`src/axis_aux_defines.svh`:
```
// Register offsets, field positions, reset values for the axis aux block
`ifndef AXIS_AUX_DEFINES_SVH
`define AXIS_AUX_DEFINES_SVH

// ==========================================================
// Register offsets (byte addresses)
`define OFS_CTRL       8'h00
`define OFS_FILTER     8'h04
`define OFS_SENSOR_CFG 8'h08
`define OFS_OUT_CFG    8'h0c
`define OFS_SYNC_CFG   8'h10
`define OFS_CMD        8'h14
`define OFS_STATUS     8'h18
`define OFS_LATCH      8'h1c
`define OFS_IRQ_STAT   8'h20
`define OFS_IRQ_CLR    8'h24
`define OFS_IRQ_EN     8'h28
`define OFS_PAUSE      8'h2c

// ==========================================================
// Control fields
`define CTRL_PLUS_INV  0
`define CTRL_MINUS_INV 1
`define CTRL_ESTOP_INV 2
`define CTRL_ALARM_INV 3
`define CTRL_ALARM_EN  4
`define CTRL_RESET     5'h00

// Sensor configuration fields
`define SRC_DEDICATED  2'h0
`define SRC_GENERAL    2'h1
`define SRC_AXIS       2'h2
`define SEN_STOP_EN    8
`define SEN_LATCH_EN   9
`define SEN_CHANGE_EN  10
`define SEN_LCLR_EN    11

// General output selection
`define GOUT_COMPARE   2'h0
`define GOUT_STATUS    2'h1
`define GOUT_COUNTER   2'h2

// Synchronized start sources
`define SYNC_NONE      3'h0
`define SYNC_SENSOR    3'h1
`define SYNC_GENERAL   3'h2
`define SYNC_AXIS      3'h3
`define SYNC_PAUSE     3'h4
`define SYNC_ARM_BIT   8

// Interrupt event bits
`define IRQ_DRIVE_END  0
`define IRQ_QUEUE      1
`define IRQ_COMPARE    2
`define IRQ_WIDTH      3

// Filter time constant reset value, in sampling clocks
`define FILTER_RESET   16'h0000
// Filter reset levels: both limits start asserted
`define FILTER_INIT    7'h03

`endif

```
`src/axis_aux_pkg.sv`:
```
// Types shared by the axis aux block
package axis_aux_pkg;
  typedef enum logic {SYNC_IDLE, SYNC_WAIT} sync_state_e;
  typedef logic [31:0] cmd_word_t;
  typedef logic [7:0] apb_addr_t;
endpackage

```
`src/cmd_q_if.sv`:
```
// Carrier between the axis logic and its reservation queue
interface cmd_q_if #(parameter int DEPTH = 10, parameter int W = 32);
  logic push;
  logic [W-1:0] pushData;
  logic full;
  logic pop;
  logic [W-1:0] popData;
  logic empty;
  logic [$clog2(DEPTH+1)-1:0] count;
  modport user (output push, output pushData, output pop,
                input full, input popData, input empty, input count);
  modport queue (input push, input pushData, input pop,
                 output full, output popData, output empty, output count);
endinterface

```
`src/axis_aux_control.sv`:
```
// Per-axis auxiliary control: filters, sensor, sync start, queue, irq
`include "axis_aux_defines.svh"
//
// Overview of operation
// - Axis raises interrupt on drive end, queue state, or compare match.
// - Reservation queue holds up to ten pending drive commands.
// - Queued commands issue in stored order as each drive completes.
// - Plus and minus limit polarity can be inverted by configuration.
// - Time constant applies to limits, done, origin, proximity, index inputs.
// - Aux sensor can stop drive, latch counter, or trigger drive change.
// - Sensor source: dedicated input, general input, or any axis status.
// - General output carries compare result, axis status, or counter output.
// - Axis can wait and start on sensor, input, axis status, pause release.
// - Host reads live status, settings and latch data at any time.
// - Limits and emergency stop default to break-contact polarity at reset.
// - General purpose input used as driver alarm can be inverted.
// - Dedicated sensor functions ignored in manual mode, honoured in bus mode.
// - Latch captures counter at event, holds it, optionally clears counter.
module axis_aux_control
  import axis_aux_pkg::*;
#(
  parameter int NUM_AXES = 12,
  parameter int QDEPTH = 10,
  parameter int CW = 32
) (
  input wire logic clk, // 250 MHz clock
  input wire logic reset_n, // async reset, active low
  input wire logic psel, // APB select
  input wire logic penable, // APB enable
  input wire logic pwrite, // APB direction
  input wire axis_aux_pkg::apb_addr_t paddr, // APB byte address
  input wire logic [31:0] pwdata, // APB write data
  output logic [31:0] prdata, // APB read data
  output logic pready, // APB ready
  output logic pslverr, // APB error
  input wire logic plusLimitIn, // plus limit pin
  input wire logic minusLimitIn, // minus limit pin
  input wire logic emergencyStopIn, // emergency stop pin
  input wire logic positioningDoneIn, // positioning done pin
  input wire logic originIn, // origin pin
  input wire logic originProximityIn, // origin proximity pin
  input wire logic encoderIndexPosIn, // encoder index, positive
  input wire logic encoderIndexNegIn, // encoder index, negative
  input wire logic auxSensorIn, // dedicated sensor pin
  input wire logic generalInput, // general input pin
  input wire logic generalPurposeIn, // general purpose input pin
  input wire logic manualMode, // 1 manual mode, 0 bus mode
  input wire logic [NUM_AXES-1:0] axisStatus, // status of every axis
  input wire logic driveDone, // drive end pulse
  input wire logic compareMatch, // counter compare match pulse
  input wire logic compareResult, // compare register result level
  input wire logic counterOut, // counter output level
  input wire logic [CW-1:0] counterValue, // live counter value
  input wire logic cmdReady, // drive engine takes a command
  output logic cmdValid, // queued command available
  output axis_aux_pkg::cmd_word_t cmdData, // head queued command
  output logic plusLimit, // plus limit asserted
  output logic minusLimit, // minus limit asserted
  output logic emergencyStop, // emergency stop asserted
  output logic driverAlarm, // driver alarm asserted
  output logic [4:0] filteredAux, // done, origin, prox, index+/-
  output logic sensorStop, // stop drive pulse
  output logic sensorChange, // drive change trigger pulse
  output logic counterClear, // counter clear pulse
  output logic syncStart, // synchronized start pulse
  output logic generalOutput, // general output pin
  output logic irq // interrupt, active high level
);
  // ========================================================
  // Registers and wires
  logic [4:0] ctrl_q;
  logic [15:0] filterTc_q;
  logic [11:0] sensorCfg_q;
  logic [7:0] outCfg_q;
  logic [7:0] syncCfg_q;
  logic [`IRQ_WIDTH-1:0] irqStat_q;
  logic [`IRQ_WIDTH-1:0] irqEn_q;
  logic [CW-1:0] latch_q;
  logic sensorSig_q;
  logic sensorEvt_q;
  logic generalOutput_q;
  sync_state_e syncState_q;
  logic [6:0] filtRaw;
  logic [6:0] filtOut;
  logic apbWr;
  logic apbRd;
  logic mapped;
  logic [`IRQ_WIDTH-1:0] irqEvt;
  logic sensorSel;
  logic sensorRise;
  logic sensorFnEn;
  logic syncCond;
  logic pauseRelease;
  logic selAxisSensor;
  logic selAxisOut;
  logic selAxisSync;
  logic [31:0] statusWord;

  cmd_q_if #(.DEPTH(QDEPTH), .W(32)) q ();

  // ========================================================
  // Input filtering and polarity
  assign filtRaw = {encoderIndexNegIn, encoderIndexPosIn, originProximityIn,
                    originIn, positioningDoneIn, minusLimitIn, plusLimitIn};

  input_filter #(.W(7), .CW(16), .INIT(`FILTER_INIT)) u_filter (
    .clk(clk),
    .reset_n(reset_n),
    .tc(filterTc_q),
    .raw(filtRaw),
    .filt(filtOut)
  );

  assign plusLimit = filtOut[0] ^ ctrl_q[`CTRL_PLUS_INV];
  assign minusLimit = filtOut[1] ^ ctrl_q[`CTRL_MINUS_INV];
  assign emergencyStop = emergencyStopIn ^ ctrl_q[`CTRL_ESTOP_INV];
  assign driverAlarm = ctrl_q[`CTRL_ALARM_EN] &
                       (generalPurposeIn ^ ctrl_q[`CTRL_ALARM_INV]);
  assign filteredAux = filtOut[6:2];

  // ========================================================
  // Axis status selection
  always_comb begin
    selAxisSensor = 1'b0;
    selAxisOut = 1'b0;
    selAxisSync = 1'b0;
    if (int'(sensorCfg_q[7:4]) < NUM_AXES) begin
      selAxisSensor = axisStatus[sensorCfg_q[7:4]];
    end
    if (int'(outCfg_q[7:4]) < NUM_AXES) begin
      selAxisOut = axisStatus[outCfg_q[7:4]];
    end
    if (int'(syncCfg_q[7:4]) < NUM_AXES) begin
      selAxisSync = axisStatus[syncCfg_q[7:4]];
    end
  end

  // ========================================================
  // Multipurpose sensor
  always_comb begin
    case (sensorCfg_q[1:0])
      `SRC_DEDICATED: sensorSel = auxSensorIn;
      `SRC_GENERAL: sensorSel = generalInput;
      `SRC_AXIS: sensorSel = selAxisSensor;
      default: sensorSel = 1'b0;
    endcase
  end

  assign sensorFnEn = !(manualMode &&
                        sensorCfg_q[1:0] == `SRC_DEDICATED);
  assign sensorRise = sensorSel && !sensorSig_q && sensorFnEn;

  always_ff @(posedge clk or negedge reset_n) begin
    if (!reset_n) begin
      sensorSig_q <= 1'b0;
      sensorEvt_q <= 1'b0;
    end else begin
      sensorSig_q <= sensorSel;
      sensorEvt_q <= sensorRise;
    end
  end

  assign sensorStop = sensorEvt_q && sensorCfg_q[`SEN_STOP_EN];
  assign sensorChange = sensorEvt_q && sensorCfg_q[`SEN_CHANGE_EN];

  // Latch holds until the next latch event
  always_ff @(posedge clk or negedge reset_n) begin
    if (!reset_n) begin
      latch_q <= '0;
    end else if (sensorRise && sensorCfg_q[`SEN_LATCH_EN]) begin
      latch_q <= counterValue;
    end
  end

  assign counterClear = sensorEvt_q && sensorCfg_q[`SEN_LATCH_EN] &&
                        sensorCfg_q[`SEN_LCLR_EN];

  // ========================================================
  // General output routing
  always_ff @(posedge clk or negedge reset_n) begin
    if (!reset_n) begin
      generalOutput_q <= 1'b0;
    end else begin
      case (outCfg_q[1:0])
        `GOUT_COMPARE: generalOutput_q <= compareResult;
        `GOUT_STATUS: generalOutput_q <= selAxisOut;
        `GOUT_COUNTER: generalOutput_q <= counterOut;
        default: generalOutput_q <= 1'b0;
      endcase
    end
  end

  assign generalOutput = generalOutput_q;

  // ========================================================
  // Synchronized start
  assign pauseRelease = apbWr && paddr == `OFS_PAUSE && pwdata[0];

  always_comb begin
    case (syncCfg_q[2:0])
      `SYNC_NONE: syncCond = 1'b1;
      `SYNC_SENSOR: syncCond = auxSensorIn;
      `SYNC_GENERAL: syncCond = generalInput;
      `SYNC_AXIS: syncCond = selAxisSync;
      `SYNC_PAUSE: syncCond = pauseRelease;
      default: syncCond = 1'b0;
    endcase
  end

  always_ff @(posedge clk or negedge reset_n) begin
    if (!reset_n) begin
      syncState_q <= SYNC_IDLE;
      syncStart <= 1'b0;
    end else begin
      syncStart <= 1'b0;
      case (syncState_q)
        SYNC_IDLE: begin
          if (apbWr && paddr == `OFS_SYNC_CFG && pwdata[`SYNC_ARM_BIT]) begin
            syncState_q <= SYNC_WAIT;
          end
        end
        SYNC_WAIT: begin
          if (syncCond) begin
            syncStart <= 1'b1;
            syncState_q <= SYNC_IDLE;
          end
        end
        default: syncState_q <= SYNC_IDLE;
      endcase
    end
  end

  // ========================================================
  // Reservation queue
  assign q.push = apbWr && paddr == `OFS_CMD;
  assign q.pushData = pwdata;
  assign q.pop = cmdReady;
  assign cmdValid = !q.empty;
  assign cmdData = q.popData;

  cmd_queue #(.DEPTH(QDEPTH), .W(32)) u_queue (
    .clk(clk),
    .reset_n(reset_n),
    .q(q.queue)
  );

  // ========================================================
  // Interrupts
  always_comb begin
    irqEvt = '0;
    irqEvt[`IRQ_DRIVE_END] = driveDone;
    irqEvt[`IRQ_QUEUE] = cmdReady && cmdValid && q.count == 1;
    irqEvt[`IRQ_COMPARE] = compareMatch;
  end

  always_ff @(posedge clk or negedge reset_n) begin
    if (!reset_n) begin
      irqStat_q <= '0;
    end else begin
      irqStat_q <= (irqStat_q & ~((apbWr && paddr == `OFS_IRQ_CLR) ?
                   pwdata[`IRQ_WIDTH-1:0] : '0)) | irqEvt;
    end
  end

  assign irq = |(irqStat_q & irqEn_q);

  // ========================================================
  // APB slave, zero wait states
  assign pready = 1'b1;
  assign apbWr = psel && penable && pwrite;
  assign apbRd = psel && penable && !pwrite;

  always_comb begin
    case (paddr)
      `OFS_CTRL, `OFS_FILTER, `OFS_SENSOR_CFG, `OFS_OUT_CFG, `OFS_SYNC_CFG,
      `OFS_CMD, `OFS_STATUS, `OFS_LATCH, `OFS_IRQ_STAT, `OFS_IRQ_CLR,
      `OFS_IRQ_EN, `OFS_PAUSE: mapped = 1'b1;
      default: mapped = 1'b0;
    endcase
  end

  assign pslverr = psel && penable && (!mapped ||
                   (pwrite && paddr == `OFS_CMD && q.full));

  always_ff @(posedge clk or negedge reset_n) begin
    if (!reset_n) begin
      ctrl_q <= `CTRL_RESET;
      filterTc_q <= `FILTER_RESET;
      sensorCfg_q <= '0;
      outCfg_q <= '0;
      syncCfg_q <= '0;
      irqEn_q <= '0;
    end else if (apbWr) begin
      case (paddr)
        `OFS_CTRL: ctrl_q <= pwdata[4:0];
        `OFS_FILTER: filterTc_q <= pwdata[15:0];
        `OFS_SENSOR_CFG: sensorCfg_q <= pwdata[11:0];
        `OFS_OUT_CFG: outCfg_q <= pwdata[7:0];
        `OFS_SYNC_CFG: syncCfg_q <= pwdata[7:0];
        `OFS_IRQ_EN: irqEn_q <= pwdata[`IRQ_WIDTH-1:0];
        default: ;
      endcase
    end
  end

  always_comb begin
    statusWord = '0;
    statusWord[6:0] = {filteredAux, minusLimit, plusLimit};
    statusWord[7] = emergencyStop;
    statusWord[8] = driverAlarm;
    statusWord[9] = sensorSel;
    statusWord[10] = syncState_q == SYNC_WAIT;
    statusWord[11] = q.full;
    statusWord[12] = q.empty;
    statusWord[19:16] = 4'(q.count);
  end

  always_ff @(posedge clk or negedge reset_n) begin
    if (!reset_n) begin
      prdata <= '0;
    end else if (psel && !penable && !pwrite) begin
      case (paddr)
        `OFS_CTRL: prdata <= {27'h0, ctrl_q};
        `OFS_FILTER: prdata <= {16'h0, filterTc_q};
        `OFS_SENSOR_CFG: prdata <= {20'h0, sensorCfg_q};
        `OFS_OUT_CFG: prdata <= {24'h0, outCfg_q};
        `OFS_SYNC_CFG: prdata <= {24'h0, syncCfg_q};
        `OFS_STATUS: prdata <= statusWord;
        `OFS_LATCH: prdata <= 32'(latch_q);
        `OFS_IRQ_STAT: prdata <= {29'h0, irqStat_q};
        `OFS_IRQ_EN: prdata <= {29'h0, irqEn_q};
        default: prdata <= '0;
      endcase
    end
  end
endmodule // axis_aux_control

```
`src/cmd_queue.sv`:
```
// Reservation queue for drive commands
module cmd_queue #(
  parameter int DEPTH = 10,
  parameter int W = 32
) (
  input wire logic clk, // clock
  input wire logic reset_n, // async reset, active low
  cmd_q_if.queue q // queue port
);
  localparam int PW = $clog2(DEPTH);
  localparam int CNTW = $clog2(DEPTH + 1);
  logic [W-1:0] mem [DEPTH];
  logic [PW-1:0] wrPtr_q;
  logic [PW-1:0] rdPtr_q;
  logic [$clog2(DEPTH+1)-1:0] count_q;
  logic doPush;
  logic doPop;

  assign doPush = q.push && !q.full;
  assign doPop = q.pop && !q.empty;
  assign q.full = (count_q == DEPTH[$clog2(DEPTH+1)-1:0]);
  assign q.empty = (count_q == '0);
  assign q.count = count_q;
  assign q.popData = mem[rdPtr_q];

  always_ff @(posedge clk) begin
    if (doPush) begin
      mem[wrPtr_q] <= q.pushData;
    end
  end

  always_ff @(posedge clk or negedge reset_n) begin
    if (!reset_n) begin
      wrPtr_q <= '0;
      rdPtr_q <= '0;
      count_q <= '0;
    end else begin
      if (doPush) begin
        wrPtr_q <= (wrPtr_q == PW'(DEPTH - 1)) ? '0 : wrPtr_q + 1'b1;
      end
      if (doPop) begin
        rdPtr_q <= (rdPtr_q == PW'(DEPTH - 1)) ? '0 : rdPtr_q + 1'b1;
      end
      count_q <= count_q + CNTW'(doPush) - CNTW'(doPop);
    end
  end
endmodule // cmd_queue

```
`src/input_filter.sv`:
```
// Per-bit input time-constant filter
`include "axis_aux_defines.svh"
module input_filter #(
  parameter int W = 7,
  parameter int CW = 16,
  parameter logic [W-1:0] INIT = `FILTER_INIT
) (
  input wire logic clk, // clock
  input wire logic reset_n, // async reset, active low
  input wire logic [CW-1:0] tc, // stable cycles required, minus one
  input wire logic [W-1:0] raw, // unfiltered inputs
  output logic [W-1:0] filt // filtered levels
);
  genvar i;
  generate
    for (i = 0; i < W; i++) begin : g_bit
      logic [CW-1:0] cnt_q;
      always_ff @(posedge clk or negedge reset_n) begin
        if (!reset_n) begin
          cnt_q <= '0;
          filt[i] <= INIT[i];
        end else if (raw[i] == filt[i]) begin
          cnt_q <= '0;
        end else if (cnt_q >= tc) begin
          cnt_q <= '0;
          filt[i] <= raw[i];
        end else begin
          cnt_q <= cnt_q + 1'b1;
        end
      end
    end
  endgenerate
endmodule // input_filter

```
`config.mk`:
```
export PLATFORM = sky130hd
export DESIGN_NAME = axis_aux_control
export DESIGN_NICKNAME = d
export VERILOG_FILES = /design/src/axis_aux_pkg.sv /design/src/cmd_q_if.sv /design/src/axis_aux_control.sv /design/src/cmd_queue.sv /design/src/input_filter.sv
export VERILOG_INCLUDE_DIRS = /design/src /design/src/src
export SDC_FILE = /design/constraint.sdc
export NUM_CORES = 1
export LEC_CHECK = 0
export BUFFER_PORTS_ARGS = -buffer_cell sky130_fd_sc_hd__buf_2
export CELL_PAD_IN_SITES_DETAIL_PLACEMENT = 0
export CELL_PAD_IN_SITES_GLOBAL_PLACEMENT = 1
export CORE_ASPECT_RATIO = 1.1
export CORE_MARGIN = 5
export CORE_UTILIZATION = 46
export CTS_CLUSTER_DIAMETER = 200
export DETAILED_ROUTE_END_ITERATION = 10
export HOLD_SLACK_MARGIN = 0.06
export PLACE_DENSITY_LB_ADDON = 0.1
export SYNTH_ARGS = -nofsm -noshare
export SYNTH_HDL_FRONTEND = slang
export SYNTH_SLANG_ARGS = --single-unit
export TNS_END_PERCENT = 50
```
`constraint.sdc`:
```
create_clock -name clk -period 3.86 [get_ports clk]
set_input_delay 0.579 -clock clk [delete_from_list [all_inputs] [get_ports clk]]
set_output_delay 0.579 -clock clk [all_outputs]
set_load 0.02 [all_outputs]
```
==> flow_summary.toml, run 1 <==
[outcome]
status = "finished, final reports clean"

[floorplanning]
die_y_um = 262.7
die_w_um = 239.7
rows = 92
io-pin-count = 188
start_util_pct = 46.48
core_um2 = 57440
dieArea_um2 = 62960

[worst_setup_path]
cp_max_fo = 40
cp-start-kind = "flop"
critPathBufInv = 2
crit_type = "reg2out"
path_delay_family = "flip-flops"
crit_required_ns = 3.28
crit_path_cell_trace = "buf_4 > mux4_2 > nand2_1 > a31oi_1 > buf_2"
crit_slowest_cell = "dfrtp_4"
crit_arrival_ns = 2.93
slowest_delay_ns = 0.86
critPathCaptureType = "primary output"

[power_and_ir_drop]
powerDensity_nw_per_um2 = 528.8
p_leak_nw = 11.98
ir_drop_mv = 0.3388

[yosys]
synth_flop_cell = "edfxtp_1"
synth_adder_area_share_pct = 5.934
synth_top_family_by_area = "multiplexers"
ys_seq_area_share_pct = 59.91
yosys_warnings = 0
syn_nets = 2185
synthMuxAreaShare_pct = 10.66
async_flop_share_pct = 44.35
synth_edf_count = 320
synth.distinct_cells = 78
synth_cells = 1953
ys_seq_elements = 575
synthXorXnorAreaFrac_pct = 3.773
synth_simple_gate_area_share_pct = 10.26
synth_compound_area_share_pct = 7.016
syn_area_um2 = 26700
avgSynthCellArea_um2 = 13.67

[global_route]
grt_remaining_overflow = 0
busiest_layer = "met2"
grt_antenna_before_repair = 2
grt_max_degree = 120
grt.total_usage_pct = 21.70
grtUsageMet1_pct = 28.96
gr-usage-met3_pct = 2.760
grt_pass1_vias = 17730
grt_pass1_wl_um = 106600
met2_usage_pct = 37.97

[detailed_routing]
routed-via-count = 16960
dr.pass1.iters = 7
wirelength_um = 68220
drtAntennaViolNets = 0
drt_iter0_drc = 941
vias_per_cell = 5.705
drt-wirelength-per-cell_um = 22.95
drc = 0

[clocking]
cts_resized = 0
cts.sinks = 575
post_cts_buffers = 0
ctsHoldBuffers = 0
cts_made_buffers = 59
clk_pin_slew_ns = 0.06
clk_latency_ns = 0.63
cts_max_level = 2
tritoncts = "built"
clockBufferDepth = 3
clock_tree.root_cell = "clkbuf_16"

[final_layout]
drive_gt1_share_pct = 23.83
n_fill_cell = 4778
syn2layout_area_growth_pct = 15.26
postLayoutCellArea_um2 = 30770
fin_nets = 2405
finalNonFillerCells = 2973

[sta]
setup_viol = 0
skew_ns = 0.03792
grt_setup_unrepaired = "false"
hold_viol_final = 0
tns_ns = 0
tightest_slew_ns = 1.031
fin_ws_ns = 0.3480
max-slew-margin-rel_pct = 31.11
fin_crit_ns = 3.512
finalCritPeriodShare_pct = 90.98
slew_viol_final = 0
max_freq_ghz = 0.2847

[place]
portBuffers = 186
pre_cts_slack_ns = 0.5690
dp.cells = 2864
dp_hpwl_um = 47550
placedInstanceArea_um2 = 28780
place_congestion = 0.8243

[worst_hold_path]
hp-class = "in2async"

[flow_run]
maxCapViolCount = 0
-- logic make-up after synthesis --
group                    Yosys count
AND/OR/NAND/NOR                  544
other                              1
XOR/XNOR                         115
adder cells (fa/ha/maj)          126
flip-flops                       575
multiplexers                     172
AO/OA/AOI/OAI                    268
buffers and inverters            152
-- state kept, by name, summed over array words and instances, names as in the netlist, 3 cells and up --
signal	count
irqEn_q	3
sensorCfg_q	12
latch_q	32
u_filter.filt	7
filterTc_q	16
u_queue.rdPtr_q	4
prdata	32
syncCfg_q	8
u_queue.wrPtr_q	4
ctrl_q	5
u_filter.g_bit.cnt_q	112
u_queue.mem	320
outCfg_q	8
irqStat_q	3
u_queue.q.count	4
-- cells in the mapped netlist (4+ instances only) --
| library cell | instances | share of area (%) |
|---|---|---|
| a21oi_1 | 47 | 0.88 |
| or2_2 | 6 | 0.14 |
| o41ai_1 | 5 | 0.16 |
| mux2_1 | 6 | 0.25 |
| nor2b_1 | 36 | 0.84 |
| mux4_2 | 70 | 5.9 |
| mux2_2 | 56 | 2.4 |
| a21o_1 | 5 | 0.14 |
| a311oi_1 | 4 | 0.13 |
| nand2_1 | 142 | 2.0 |
| buf_1 | 4 | 0.056 |
| and3_1 | 13 | 0.30 |
| buf_4 | 7 | 0.20 |
| buf_6 | 4 | 0.17 |
| xnor2_1 | 85 | 2.8 |
| a22o_1 | 29 | 0.95 |
| ha_1 | 125 | 5.9 |
| o2111ai_1 | 9 | 0.30 |
| a222oi_1 | 7 | 0.26 |
| o21ai_0 | 30 | 0.56 |
| buf_2 | 18 | 0.34 |
| clkbuf_1 | 50 | 0.70 |
| xor2_1 | 30 | 0.98 |
| a211oi_1 | 35 | 0.98 |
| a31oi_1 | 47 | 1.1 |
| inv_1 | 68 | 0.96 |
| nand2b_1 | 5 | 0.12 |
| nor3_1 | 136 | 2.5 |
| nor2_1 | 70 | 0.98 |
| dfrtp_1 | 253 | 24 |
| nand3_1 | 55 | 1.0 |
| mux2i_1 | 8 | 0.30 |
| a22oi_1 | 19 | 0.53 |
| edfxtp_1 | 320 | 36 |
| and2_1 | 10 | 0.23 |
| nand4_1 | 24 | 0.56 |
| mux2_4 | 31 | 1.7 |
| a221oi_1 | 4 | 0.13 |
| o211ai_1 | 8 | 0.22 |
| nor4_1 | 10 | 0.23 |
| nor3b_1 | 9 | 0.25 |
-- final timing paths --
check,startpoint,endpoint,slack [ns],cells past startpoint
min reg2reg,sensorSig_q$_DFF_PN0_,sensorEvt_q$_DFF_PN0_,0.44,1
max reg2reg,filterTc_q[15]$_DFFE_PN0P_,u_filter.filt[2]$_DFFE_PN0P_,0.93,8
max in group asynchronous,reset_n,filterTc_q[11]$_DFFE_PN0P_,2.93,2
min in group clk,driveDone,irqStat_q[0]$_DFF_PN0_,0.14,2
min,reset_n,u_filter.g_bit[5].cnt_q[14]$_DFF_PN0_,0.06,1
max,u_queue.rdPtr_q[0]$_DFFE_PN0P_,cmdData[16],0.35,5
-- report_power, final --
part           internal, mW  leakage (nW)  switching (mW)
combinational          1.41          4.67            2.20
sequential             6.61          6.36           0.281
clock                  3.33         0.959            2.44
total                  11.4          12.0            4.92
-- metrics by stage --
stage               hold WS (ns)  util, %  power [mW]
floorplan                 0.2834        -       9.312
global placement          0.4316    50.10       10.70
detailed placement        0.4319    50.10       10.71
CTS                      0.08497    53.56       16.52
global route              0.1127    53.57       17.07
finish                   0.06245    53.57       16.27
-- per-layer routing --
layer | vias up | part of all wire, % | routed length [um]
li1 | 7852 | - | -
met1 | 8646 | 42 | 28560
met2 | 366 | 52 | 35470
met3 | 98 | 3.9 | 2675
met4 | 0 | 2.2 | 1522
met5 | - | 0 | 0
-- worst register-to-register path, stage by stage, from the launching register on --
cell and delay, ns:
dfrtp_1 0.40, inv_1 0.29, ha_1 0.41, nand2_1 0.07
o21ai_0 0.21, nor3_1 0.09, a21oi_1 0.66, buf_4 0.31
mux2_2 0.35
-- layout by cell type (no fill, tap or decap), types with 13 or more instances in the layout --
master and n:
a211oi_1 35, a21oi_1 47, a22o_1 29, a22oi_1 19, a31oi_1 47, and3_1 13, buf_2 185, buf_4 49
clkbuf_16 60, dfrtp_1 251, edfxtp_1 320, ha_1 125, inv_1 67, mux2_2 56, mux2_4 31, mux4_2 70
nand2_1 142, nand3_1 55, nand4_1 24, nor2_1 63, nor2b_1 36, nor3_1 133, o21ai_0 30, xnor2_1 85
xor2_1 30
-- final cells by class --
class	instances	area (um^2)	share of cell area (%)
antenna	1	2.502	0.008133
clock buffer	75	1628	5.290
clock inverter	33	359.1	1.167
inverter	69	259.0	0.8417
multi-input combinational	1226	10130	32.93
sequential	575	16000	51.99
tap	752	940.9	3.058
timing repair buffer	242	1449	4.709
(Power assumes the default switching activity.)
==> run 2, diff against run 1 <==
CORE_ASPECT_RATIO = unset   (was 1.1)
==> run 2 against run 1 <==
Cell area grew 0.26%. Clock power increased by 2%. Sequential power about the same. Critical path type unchanged. Via count down 0.54%. Fmax is 6.7% higher. Cell count grew 0.54%. Die area hardly changed. Critical endpoint is now cmdData[30]. Register-to-register slack gained 0.02 ns. Flip-flop and latch count unchanged. Routed wire length fell by 2.9%.
==> flow_summary.toml, run 2 (same netlist as run 1, synthesis figures left out) <==
[global_route]
gr-usage-met3_pct = 2.421
grt_pass1_wl_um = 102700
grt_pass1_vias = 17230
grt_antenna_before_repair = 1
grt.total_usage_pct = 20.76
met2_usage_pct = 35.66
grt_remaining_overflow = 0
grt_max_degree = 79
busiest_layer = "met2"
grtUsageMet1_pct = 28.02

[worst_setup_path]
critPathCaptureType = "primary output"
crit_required_ns = 3.28
rr_startpoint = "sensorCfg_q[5]$_DFFE_PN0P_"
critPathLaunch = "u_queue.rdPtr_q[0]$_DFFE_PN0P_"
cp_max_fo = 34
crit_type = "reg2out"
crit_arrival_ns = 2.71
reg2reg_depth = 6
cp-start-kind = "flop"

[clocking]
clk_pin_slew_ns = 0.06
cts_resized = 0
cts_max_level = 2
tritoncts = "built"
post_cts_buffers = 0
cts_made_buffers = 60
cts.sinks = 575
clockBufferDepth = 3
ctsHoldBuffers = 1
clk_latency_ns = 0.63
clock_tree.root_cell = "clkbuf_16"

[floorplanning]
die_y_um = 250.9
rows = 88
die_w_um = 250.9
io-pin-count = 188
core_um2 = 57590
start_util_pct = 46.36
dieArea_um2 = 62950

[detailed_routing]
vias_per_cell = 5.644
routed-via-count = 16870
drc = 0
wirelength_um = 66280
drt-wirelength-per-cell_um = 22.17
dr.pass1.iters = 6
drt_iter0_drc = 1021
drtAntennaViolNets = 0

[worst_hold_path]
hp-start = "compareMatch"
hold_depth = 2
hp-class = "in2reg"

[final_layout]
reg_top3 = "u_queue.mem: 320 flops, u_filter.g_bit.cnt_q: 112 flops"
mostFrequentLayoutCells = "320 x edfxtp_1, 251 x dfrtp_1, 185 x buf_2"
utilization_pct = 53.57
largest_reg_flops = 320
n_fill_cell = 4877
fin_nets = 2403
drive_gt1_share_pct = 23.98
syn2layout_area_growth_pct = 15.57
top_register = "u_queue.mem"
final_common_cell = "edfxtp_1"
multiInputGateArea_um2 = 10130
ff_latch_area_um2 = 16000

[sta]
finalCritPeriodShare_pct = 85.26
hold_viol_final = 0
grt_setup_unrepaired = "false"
setup_viol = 0
slew_viol_final = 0
fin_crit_ns = 3.291
max-slew-margin-rel_pct = 26.93
holdWs_ns = 0.1305
skew_ns = 0.03289
tightest_slew_ns = 1.081
max_freq_ghz = 0.3039

[place]
place_congestion = 0.8440
portBuffers = 186
dp_hpwl_um = 44240

[power_and_ir_drop]
total_power_mw = 16.29
ir_drop_mv = 0.4419
p_leak_nw = 12.03
powerDensity_nw_per_um2 = 528.2

[outcome]
status = "finished, final reports clean"

[flow_run]
maxCapViolCount = 0
run 2: cell count changes in the layout (fill, tap and decap cells not counted), sizes merged:
cell | previous run | this run
bufinv | 5 | 2
clkbuf | 75 | 92
dlygate4sd3 | 0 | 1
inv | 71 | 70
clkinv | 21 | 14
buf | 242 | 238
run 2: per-stage QoR:
stage          area, um^2  setup TNS (ns)  setup slack [ns]  cells
4_1_cts             30850               0            0.4569   2988
3_3_place_gp        28770               0            0.5657   2873
3_5_place_dp        28770               0            0.5390   2873
5_1_grt             30850               0            0.3129   2989
2_1_floorplan       26710          -14.08           -0.4401   1953
6_report            30850               0            0.5691   2989
run 2: final timing paths:
| kind | endpoint | slack (ns) |
|---|---|---|
| worst max-delay path | cmdData[30] | 0.57 |
| worst min-delay path | irqStat_q[2]$_DFF_PN0_ | 0.13 |
| worst max register to register | latch_q[18]$_DFFE_PN0P_ | 0.95 |
| worst min register to register | sensorEvt_q$_DFF_PN0_ | 0.46 |
| max in group asynchronous | prdata[24]$_DFFE_PN0P_ | 2.43 |
| min in group asynchronous | u_filter.g_bit[2].cnt_q[1]$_DFF_PN0_ | 0.53 |
run 2: layout make-up:
class	count	share of cell area (%)
tap	765	3.103
multi-input combinational	1226	32.85
antenna	1	0.008111
timing repair buffer	239	4.632
sequential	575	51.86
clock inverter	22	0.6611
clock buffer	92	6.055
inverter	69	0.8395
run 2: power breakdown:
group	switching (mW)	internal, mW
registers	0.269	6.61
logic	2.07	1.43
clock network	2.44	3.47
total	4.78	11.5
run 2: worst max-delay path, cell delays in order (launching register included):
cell and delay, ns:
dfrtp_4 0.80, buf_4 0.33, mux4_2 0.53, nand2_1 0.09, a31oi_1 0.11, buf_2 0.19
run 2: layer usage:
layer	part of all wire (%)	wire, um
met1	44	28920
met2	50	33240
met3	3.3	2174
met4	2.9	1944
met5	0	0
